File: config.mk
export PLATFORM = sky130hd
export DESIGN_NAME = ryac_top
export DESIGN_NICKNAME = d
export VERILOG_FILES = /design/src/shared/ryac_pkg.sv /design/src/core/ryac_match.sv /design/src/core/ryac_top.sv
export VERILOG_INCLUDE_DIRS = /design/src /design/src/shared
export SDC_FILE = /design/constraint.sdc
export NUM_CORES = 1
export LEC_CHECK = 0
export ABC_CLOCK_PERIOD_IN_PS = 1800
export BUFFER_PORTS_ARGS = -buffer_cell sky130_fd_sc_hd__buf_4
export CORE_MARGIN = 4
export CORE_UTILIZATION = 53
export DETAILED_ROUTE_END_ITERATION = 12
export PLACE_DENSITY = 0.8
export SYNTH_ARGS = -nofsm -noshare
export SYNTH_HDL_FRONTEND = slang
export SYNTH_SLANG_ARGS = --single-unit
File: constraint.sdc
create_clock -name clk_i -period 1.8 [get_ports clk_i]
set_clock_uncertainty 0.05 [all_clocks]
set_input_delay 0.36 -clock clk_i [delete_from_list [all_inputs] [get_ports clk_i]]
set_output_delay 0.36 -clock clk_i [all_outputs]
set_load 0.005 [all_outputs]
File: src/shared/ryac_defs.svh
// Purpose: Constants for the RTC year counter and alarm compare block.
// Assumes: 8-bit register port, one clock, byte-wide registers.
// Notes:   Offsets are register indices on the plain register port.
`ifndef RYAC_DEFS_SVH
`define RYAC_DEFS_SVH

// Register indices
`define RYAC_OFS_YEAR    4'h0
`define RYAC_OFS_SEC     4'h1
`define RYAC_OFS_MIN     4'h2
`define RYAC_OFS_HOUR    4'h3
`define RYAC_OFS_WKDAY   4'h4
`define RYAC_OFS_STATUS  4'h5
`define RYAC_OFS_MASK    4'h6

// Field positions
`define RYAC_EN_BIT      7
`define RYAC_FLD_SEC     0
`define RYAC_FLD_MIN     1
`define RYAC_FLD_HOUR    2
`define RYAC_FLD_WKDAY   3
`define RYAC_INT_ALARM   0
`define RYAC_INT_YEAR    1

// Reset values and digit limits
`define RYAC_EN_RST      4'h0
`define RYAC_INT_RST     2'h0
`define RYAC_BCD_MAX     4'h9

`endif

File: src/shared/ryac_pkg.sv
// Purpose: Types for the RTC year counter and alarm compare block.
// Assumes: Constants come from ryac_defs.svh.
// Notes:   Time and alarm sets travel as packed structs.
`default_nettype none
package ryac_pkg;
    typedef logic [7:0] ryac_byte_t;
    typedef logic [1:0] ryac_irq_t;

    // Current time from the neighbouring counters
    typedef struct packed {
        logic [6:0] sec;
        logic [6:0] min;
        logic [5:0] hour;
        logic [2:0] wkday;
    } ryac_time_s;

    // Alarm setting with one enable per field
    typedef struct packed {
        logic [3:0] en;
        logic [6:0] sec;
        logic [6:0] min;
        logic [5:0] hour;
        logic [2:0] wkday;
    } ryac_alarm_s;
endpackage
`default_nettype wire

File: src/core/ryac_match.sv
// Purpose: Compares enabled alarm fields against the time counters.
// Assumes: Inputs are BCD values from the same clock domain.
// Notes:   Purely combinational; the caller registers the result.
`timescale 1ns/100ps
`default_nettype none
`include "ryac_defs.svh"
module ryac_match
    import ryac_pkg::*;
(
    input  wire logic        clk_i,
    input  wire logic        reset_n_i,
    input  wire ryac_alarm_s alarm_i,
    input  wire ryac_time_s  time_i,
    output logic             match_o
);
    logic [3:0][6:0] alarm_val;
    logic [3:0][6:0] time_val;
    logic [3:0]      hit;

    // Widen the hour and weekday fields to the 7-bit size of sec and min
    assign alarm_val[`RYAC_FLD_SEC]   = alarm_i.sec;
    assign alarm_val[`RYAC_FLD_MIN]   = alarm_i.min;
    assign alarm_val[`RYAC_FLD_HOUR]  = {1'b0, alarm_i.hour};
    assign alarm_val[`RYAC_FLD_WKDAY] = {4'h0, alarm_i.wkday};
    assign time_val[`RYAC_FLD_SEC]    = time_i.sec;
    assign time_val[`RYAC_FLD_MIN]    = time_i.min;
    assign time_val[`RYAC_FLD_HOUR]   = {1'b0, time_i.hour};
    assign time_val[`RYAC_FLD_WKDAY]  = {4'h0, time_i.wkday};

    // A disabled field always counts as hit
    genvar g;
    generate
        for (g = 0; g < 4; g++) begin : g_fld
            assign hit[g] = ~alarm_i.en[g] | (alarm_val[g] == time_val[g]);
        end
    endgenerate

    // Needs at least one enabled field
    assign match_o = (|alarm_i.en) & (&hit);
endmodule // ryac_match
`default_nettype wire

File: src/core/ryac_top.sv
// Purpose: BCD year counter with leap detect and alarm compare.
// Assumes: Time inputs and carries come from logic on clk_i.
// Notes:   Year and alarm values have no reset on purpose.
//
// The implementer's own choices: strobed register access and the register offsets.
`timescale 1ns/100ps
`default_nettype none
`include "ryac_defs.svh"
module ryac_top
    import ryac_pkg::*;
(
    input  wire logic       clk_i,
    input  wire logic       reset_n_i,
    input  wire logic       manual_reset_i,
    input  wire logic [3:0] addr_i,
    input  wire ryac_byte_t wdata_i,
    input  wire logic       wr_i,
    input  wire logic       rd_i,
    output ryac_byte_t      rdata_o,
    input  wire logic       month_carry_i,
    input  wire logic       count_start_i,
    input  wire ryac_time_s time_i,
    input  wire logic       time_update_i,
    output ryac_byte_t      year_o,
    output logic            leap_year_o,
    output logic            alarm_o,
    output logic            irq_o
);
    // Storage
    ryac_byte_t  year_ff;
    logic [3:0]  en_ff;
    logic [6:0]  sec_val_ff;
    logic [6:0]  min_val_ff;
    logic [5:0]  hour_val_ff;
    logic [2:0]  wk_val_ff;
    ryac_irq_t   status_ff;
    ryac_irq_t   mask_ff;
    ryac_byte_t  rdata_ff;
    logic        leap_ff;
    logic        alarm_ff;
    logic        irq_ff;
    logic        year_seen_ff;  // Set once software has loaded the year

    // Decode and next values
    logic        wr_year;
    logic        wr_sec;
    logic        wr_min;
    logic        wr_hour;
    logic        wr_wk;
    logic        wr_status;
    logic        wr_mask;
    logic        year_step;
    logic        units_wrap;
    logic [3:0]  step_units;
    logic [3:0]  step_tens;
    ryac_byte_t  nxt_year;
    logic [3:0]  nxt_en;
    logic        match;
    logic        alarm_evt;
    ryac_irq_t   irq_set;
    ryac_irq_t   irq_clr;
    ryac_irq_t   nxt_status;
    ryac_irq_t   nxt_mask;
    logic        nxt_irq;
    logic [1:0]  leap_sum;
    logic        nxt_leap;
    ryac_byte_t  rd_mux;
    ryac_alarm_s alarm_set;

    // Register port address decode
    assign wr_year   = wr_i && addr_i == `RYAC_OFS_YEAR;
    assign wr_sec    = wr_i && addr_i == `RYAC_OFS_SEC;
    assign wr_min    = wr_i && addr_i == `RYAC_OFS_MIN;
    assign wr_hour   = wr_i && addr_i == `RYAC_OFS_HOUR;
    assign wr_wk     = wr_i && addr_i == `RYAC_OFS_WKDAY;
    assign wr_status = wr_i && addr_i == `RYAC_OFS_STATUS;
    assign wr_mask   = wr_i && addr_i == `RYAC_OFS_MASK;

    // BCD year increment, units then tens
    assign year_step  = month_carry_i & count_start_i;
    assign units_wrap = year_ff[3:0] == `RYAC_BCD_MAX;
    assign step_units = units_wrap ? 4'h0 : year_ff[3:0] + 4'h1;
    assign step_tens  = !units_wrap ? year_ff[7:4] :
                        (year_ff[7:4] == `RYAC_BCD_MAX) ? 4'h0 :
                        year_ff[7:4] + 4'h1;

    // Software write wins over a carry
    assign nxt_year = wr_year   ? wdata_i :
                      year_step ? {step_tens, step_units} : year_ff;

    // Enable bits live in bit 7 of each alarm register
    assign nxt_en[`RYAC_FLD_SEC]   = wr_sec  ? wdata_i[`RYAC_EN_BIT] : en_ff[`RYAC_FLD_SEC];
    assign nxt_en[`RYAC_FLD_MIN]   = wr_min  ? wdata_i[`RYAC_EN_BIT] : en_ff[`RYAC_FLD_MIN];
    assign nxt_en[`RYAC_FLD_HOUR]  = wr_hour ? wdata_i[`RYAC_EN_BIT] : en_ff[`RYAC_FLD_HOUR];
    assign nxt_en[`RYAC_FLD_WKDAY] = wr_wk   ? wdata_i[`RYAC_EN_BIT] : en_ff[`RYAC_FLD_WKDAY];

    // Leap test: (10*tens + units) mod 4 equals (2*tens + units) mod 4
    assign leap_sum = year_ff[1:0] + {year_ff[4], 1'b0};
    assign nxt_leap = leap_sum == 2'h0;

    // Alarm compare, sampled when the counters update
    assign alarm_set = '{en: en_ff, sec: sec_val_ff, min: min_val_ff,
                         hour: hour_val_ff, wkday: wk_val_ff};
    assign alarm_evt = time_update_i & match;

    ryac_match u_match (
        .clk_i     (clk_i),
        .reset_n_i (reset_n_i),
        .alarm_i   (alarm_set),
        .time_i    (time_i),
        .match_o   (match)
    );

    // Sticky events; a set in the clear cycle survives
    assign irq_set[`RYAC_INT_ALARM] = alarm_evt;
    assign irq_set[`RYAC_INT_YEAR]  = year_step & ~wr_year; // A carry dropped by a write is no step
    assign irq_clr    = wr_status ? wdata_i[1:0] : 2'h0;
    assign nxt_status = manual_reset_i ? irq_set : (status_ff & ~irq_clr) | irq_set;
    assign nxt_mask   = manual_reset_i ? `RYAC_INT_RST : wr_mask ? wdata_i[1:0] : mask_ff;
    assign nxt_irq    = |(nxt_status & nxt_mask);

    // Read mux; fixed-zero bits and unmapped indices read zero
    assign rd_mux = (addr_i == `RYAC_OFS_YEAR)   ? year_ff :
                    (addr_i == `RYAC_OFS_SEC)    ? {en_ff[`RYAC_FLD_SEC], sec_val_ff} :
                    (addr_i == `RYAC_OFS_MIN)    ? {en_ff[`RYAC_FLD_MIN], min_val_ff} :
                    (addr_i == `RYAC_OFS_HOUR)   ? {en_ff[`RYAC_FLD_HOUR], 1'b0, hour_val_ff} :
                    (addr_i == `RYAC_OFS_WKDAY)  ? {en_ff[`RYAC_FLD_WKDAY], 4'h0, wk_val_ff} :
                    (addr_i == `RYAC_OFS_STATUS) ? {6'h00, status_ff} :
                    (addr_i == `RYAC_OFS_MASK)   ? {6'h00, mask_ff} : 8'h00;

    // Year and alarm values: no reset of any kind
    always_ff @(posedge clk_i) begin
        year_ff <= nxt_year;
        year_seen_ff <= year_seen_ff | wr_year;
        if (wr_sec) begin
            sec_val_ff <= wdata_i[6:0];
        end
        if (wr_min) begin
            min_val_ff <= wdata_i[6:0];
        end
        if (wr_hour) begin
            hour_val_ff <= wdata_i[5:0];
        end
        if (wr_wk) begin
            wk_val_ff <= wdata_i[2:0];
        end
    end

    // Enables clear only on power-on reset
    always_ff @(posedge clk_i or negedge reset_n_i) begin
        if (!reset_n_i) begin
            en_ff <= `RYAC_EN_RST;
        end else begin
            en_ff <= nxt_en;
        end
    end

    // Interrupt, read data and output flags
    always_ff @(posedge clk_i or negedge reset_n_i) begin
        if (!reset_n_i) begin
            status_ff <= `RYAC_INT_RST;
            mask_ff   <= `RYAC_INT_RST;
            irq_ff    <= 1'b0;
            rdata_ff  <= 8'h00;
            leap_ff   <= 1'b0;
            alarm_ff  <= 1'b0;
        end else begin
            status_ff <= nxt_status;
            mask_ff   <= nxt_mask;
            irq_ff    <= nxt_irq;
            rdata_ff  <= rd_i ? rd_mux : 8'h00;
            leap_ff   <= nxt_leap;
            alarm_ff  <= alarm_evt;
        end
    end

    assign rdata_o     = rdata_ff;
    assign year_o      = year_ff;
    assign leap_year_o = leap_ff;
    assign alarm_o     = alarm_ff;
    assign irq_o       = irq_ff;

    // Helper values watched only by the checks below
    logic [6:0] year_dec;
    assign year_dec = 7'(year_ff[7:4] * 4'ha) + 7'(year_ff[3:0]);
endmodule // ryac_top
`default_nettype wire

* Word level (Yosys, flattened, before mapping)
Index checks and enable logic that the tools add are counted.
Word-level totals: register bits 50, output and inout port bits 19, logic and storage cells 80
Cells by class: add/sub/neg operators 3, equality and inequality tests 12, mux-type cells 17, bitwise gates (word level) 17, reductions and logical operators 15
Operators with widths (number):
- 2-to-1 mux 8 bit | 8
- == test 7 bit | 2
- == test 4 x 3 -> 1 bit, second input constant | 3
- 2-to-1 mux 2 bit | 6
- 2-to-1 mux 4 bit | 3
- adder 4 x 1 -> 4 bit, second input constant | 2
- == test 4 x 2 -> 1 bit, second input constant | 2
- == test 4 bit, second input constant | 2
- logical AND 1 bit | 7
- == test 6 bit | 1
- NOT 1 bit | 5
- AND 1 bit | 4
- AND 2 bit | 2
- == test 4 x 1 -> 1 bit, second input constant | 1
- zero test 4 bit | 1
- bitwise OR 1 bit | 4
- AND reduction 4 bit | 1
- nonzero test 2 bit | 2
- OR reduction 4 bit | 1
- == test 3 bit | 1
- adder 2 bit | 1
- zero test 2 bit | 1
- NOT 2 bit | 1
- bitwise OR 2 bit | 1
- 2 further kinds | 2

* Longest topological paths before layout
word-level depth 9, depth in mapped cells 7, gate-level depth less buffers 5

* By module
A second synthesis with hierarchy kept.
Unflattened totals: cells, all modules 213, area, all modules 2549.9 um2
Modules (own cells, without submodules):
- ryac_top | times used 1, cells each 180, area each 2279.7 um2, seq. area each 1406.3 um2
- ryac_match | times used 1, cells each 33, area each 270.3 um2, seq. area each 0.0 um2

* Least setup slack after synthesis
OpenSTA, ideal clock, no wires.
path kind input to register, start input port addr_i[0], end register year_ff[4], in the netlist year_o[4], enable pin, setup time 0.379 ns, arrival time 1.338 ns, required time 1.371 ns, slack 0.032 ns, stages 5, path buffers 2, path through buf_2 > nor4_4 > nand2_4 > buf_2 > o41ai_1
On the way: longest elaborated chain between the ends 4
Ends and longest elaborated chain:
- start, declared | RTL line ryac_top.sv:15 | input wire logic [3:0] addr_i,
- zero test 4 bit (no source line) *
- logical AND 1 bit (no source line) *
- nonzero test 2 bit (no source line)
- AND reduction 2 bit (no source line) *
- end signal, assigned | RTL line ryac_top.sv:133 | year_ff <= nxt_year;
- end, declared | RTL line ryac_top.sv:30 | ryac_byte_t year_ff;
Mark *: on every way between the ends. The rest lies on a longest branch, timed or not. A chain may end at the register's enable or synchronous reset.

* Worst setup path after layout
start register sec_val_ff[5], end register irq_ff, in the netlist irq_o
On the way: longest elaborated chain between the ends 9
Ends and longest elaborated chain:
- start, declared | RTL line ryac_top.sv:32 | logic [6:0] sec_val_ff;
- start signal, assigned | RTL line ryac_top.sv:136 | sec_val_ff <= wdata_i[6:0];
- == test 7 bit * | RTL line ryac_match.sv:34 | assign hit[g] = ~alarm_i.en[g] | (alarm_val[g] == time_val[g]);
- bitwise OR 1 bit * | RTL line ryac_match.sv:34
- AND reduction 4 bit * | RTL line ryac_match.sv:39 | assign match_o = (|alarm_i.en) & (&hit);
- AND 1 bit * | RTL line ryac_match.sv:39
- AND 1 bit * | RTL line ryac_top.sv:104 | assign alarm_evt = time_update_i & match;
- bitwise OR 2 bit | RTL line ryac_top.sv:118 | assign nxt_status = manual_reset_i ? irq_set : (status_ff & ~irq_clr) | irq_set;
- 2-to-1 mux 2 bit * | RTL line ryac_top.sv:118
- AND 2 bit * | RTL line ryac_top.sv:120 | assign nxt_irq = |(nxt_status & nxt_mask);
- OR reduction 2 bit * | RTL line ryac_top.sv:120
- via nxt_irq | RTL line ryac_top.sv:64 | logic nxt_irq;
- end signal, assigned | RTL line ryac_top.sv:170 | irq_ff <= nxt_irq;
- end, declared | RTL line ryac_top.sv:41 | logic irq_ff;
The timed path passes the listed nets; every way through them passes the cells marked *.

==> run metrics <==
# DRC 0; postcts setup bufs 0; final setup fails 0; Crit path arrival time 1.86 ns; antenna-violating nets left 0; largest net degree at the start of global routing 20; vias in the first global route 1982; Remaining Overflow, GRT 0; Post-synth EDFFs 31; ranking of synthesized cells by area edfxtp_1 37%, dfrtp_1 19%, xnor2_1 5.3%, xor2_1 3.9%, mux2i_1 2.4%; status finished, final reports clean; Max Fanout on Critical Path 2; synthesized net count 246; FF+latch area 0.00141 mm²; slowest CP cell edfxtp_1; Setup Total Neg Slack 0 ns; GRT Total Usage 21.4%; Hold Slack 0.207 ns; nets 318; multi-input logic area 0.00101 mm²; drt via density 5.98; clk root buf clkbuf_8; Warnings, synthesis 0; Max transition margin 73.9%; total length of routed wires 6.12 mm; register area share after synthesis 56.6%; critical path's top delay family compound AO/OA/AOI/OAI gates; die area 0.00585 mm²; met2 usage 35.1%; Worst-Skew Late Latency 0.30 ns; grt peak-use layer met2; Yosys top cell by area edfxtp_1; antenna violations before repair 0; RSZ-0062 raised after global routing false; number of top-level pins 62; Die X 76.5 µm; Max Root-Sink Buffers 2; dpl hpwl 4.65 mm; H-tree Lvls 2; max-cap violation count 0; ys async rst share 38.0%; mapped cell area 0.00249 mm²; clk sinks 50; met3 Use GR 5.20%; Rows 24; Primary FF master, synth edfxtp_1; top cell type's share of synthesized area 37.4%; Worst Setup End Kind register; Hold Crit Class input pin to register; peak supply drop 0.506 mV; Vias 1963; fin crit period 1.69 ns; cts bufs inserted 5; core area 0.00444 mm²; filler cell count 334; share of cells above drive strength 1 31.5%; Leak 1.33 nW; Slowest Stage Delay on Critical Path 0.42 ns; DRT iter0 DRCs 181; area grow syn2layout 26.5%; DIE HEIGHT 76.5 µm; leading cell types by count after synthesis 31 x edfxtp_1, 19 x dfrtp_1, 15 x xnor2_1; highest clock rate 0.591 GHz; Startpoint Class register; IO Port Bufs 61; antenna cells 0; Initial DRT Pass Iterations 4; Initial Util 55.9%; routability congestion estimate 0.832; grt met1 use 28.1%; Worst Max-Slew Pin Slew 0.387 ns; period utilisation layout 94.0%; critical path type register to register; Critical Path, Cell by Cell xnor2_1, nand4_1, o41ai_1, a41oi_1, o2bb2ai_1; Syn Area/Cell 12.2 µm²; Clock Pin Slew Worst Setup and Hold Paths 0.09 ns; drt wl/cell 18.7 µm; pwr dens 740 mW/mm²; Worst Path Required 1.97 ns; #FFs+latches synth 50; Netlist cell types 46; CTS tree built; Buf/Inv on CP 0; Synth Instances 203; first-pass GRT wire length 9.81 mm; Slew Viols, Final 0; most common cell in the synthesized netlist edfxtp_1; Final Hold Vio Count 0
path summary, 6_finish.rpt:
path                            cells past startpoint       endpoint  slack (ns)          start
min in group asynchronous                           2       en_ff[0]        0.44      reset_n_i
worst min register to register                      1       en_ff[3]        0.53       en_ff[3]
worst max register to register                      5          irq_o        0.11  sec_val_ff[5]
worst max-delay path                                5          irq_o        0.11  sec_val_ff[5]
max in group asynchronous                           2     mask_ff[1]        1.03      reset_n_i
worst min-delay path                                1  min_val_ff[6]        0.21     wdata_i[6]
worst reg2reg max path: cells and delay by family (launching register included):
| kind | cells | cell delay (ns) |
|---|---|---|
| AND/OR/NAND/NOR | 1 | 0.14 |
| XOR/XNOR | 1 | 0.19 |
| AO/OA/AOI/OAI | 3 | 0.82 |
| flip-flops | 1 | 0.42 |
metal layers:
metal,vias up,routed length [µm]
met5,-,0
met4,0,81
met3,10,417
met2,97,3000
met1,952,2620
li1,904,-
state kept, by name, summed over array words and instances (netlist names):
| register | count |
|---|---|
| leap_year_o | 1 |
| rdata_o | 8 |
| year_o | 8 |
| hour_val_ff | 6 |
| mask_ff | 2 |
| wk_val_ff | 3 |
| min_val_ff | 7 |
| alarm_o | 1 |
| sec_val_ff | 7 |
| en_ff | 4 |
| irq_o | 1 |
| status_ff | 2 |
logic make-up after synthesis:
kind of cell	after synthesis	share of synthesized area, %
AOI/OAI and AO/OA	51	14.2
xor gates and xnor gates	26	9.16
buffers and inverters	17	3.22
DFF	50	56.6
muxes	13	5.59
and+or+nand+nor	46	11.2
repair_timing:
item | 4_1_cts | 5_1_grt
hold buffers | 1 | 0
endpoints found under the setup margin | 0 | 1
gates resized for setup | 0 | 1
hold endpoints to repair | 19 | 0
cells in the final DEF (no fill, tap or decap), types with 3 or more instances in the layout:
| cell | Yosys | routed |
|---|---|---|
| mux2i_1 | 6 | 6 |
| buf_4 | 1 | 71 |
| xor2_1 | 11 | 11 |
| clkbuf_8 | 0 | 5 |
| xnor2_1 | 15 | 15 |
| a22oi_1 | 6 | 6 |
| a32oi_1 | 4 | 4 |
| inv_1 | 10 | 10 |
| dfrtp_1 | 19 | 19 |
| nand4_1 | 3 | 3 |
| and3_1 | 3 | 3 |
| nand2b_1 | 4 | 4 |
| nand2_1 | 6 | 6 |
| a221oi_1 | 3 | 3 |
| a21oi_1 | 11 | 11 |
| mux2_1 | 5 | 5 |
| edfxtp_1 | 31 | 31 |
| a211oi_1 | 6 | 6 |
| o21ai_0 | 7 | 7 |
| nor2_1 | 13 | 13 |
metrics by stage:
step           power (W)  cells  util (%)  worst slack (ns)  cell area, µm²
2_1_floorplan    0.00152    203         -            0.0324            2490
3_3_place_gp     0.00171    319      68.4             0.115            3040
3_5_place_dp     0.00171    319      68.4            0.0716            3040
4_1_cts          0.00234    328      70.6            0.0899            3140
5_1_grt          0.00243    328      70.7           0.00118            3140
6_report         0.00233    328      70.7             0.109            3140
power by group:
| part | leakage [nW] | internal [W] | switching, W |
|---|---|---|---|
| combinational | 0.758 | 0.000191 | 0.000174 |
| sequential | 0.533 | 0.00128 | 0.0000521 |
| clock | 0.0416 | 0.000267 | 0.000362 |
layout make-up:
| cell class | instances | area share [%] |
|---|---|---|
| Sequential cell | 50 | 44.7 |
| Inverter | 10 | 1.19 |
| Clock inverter | 3 | 0.517 |
| Timing Repair Buffer | 72 | 17.3 |
| Clock buffer | 5 | 2.19 |
| Tap cell | 52 | 2.07 |
| Multi-Input combinational cell | 136 | 32.0 |
(Power assumes the default switching activity.)
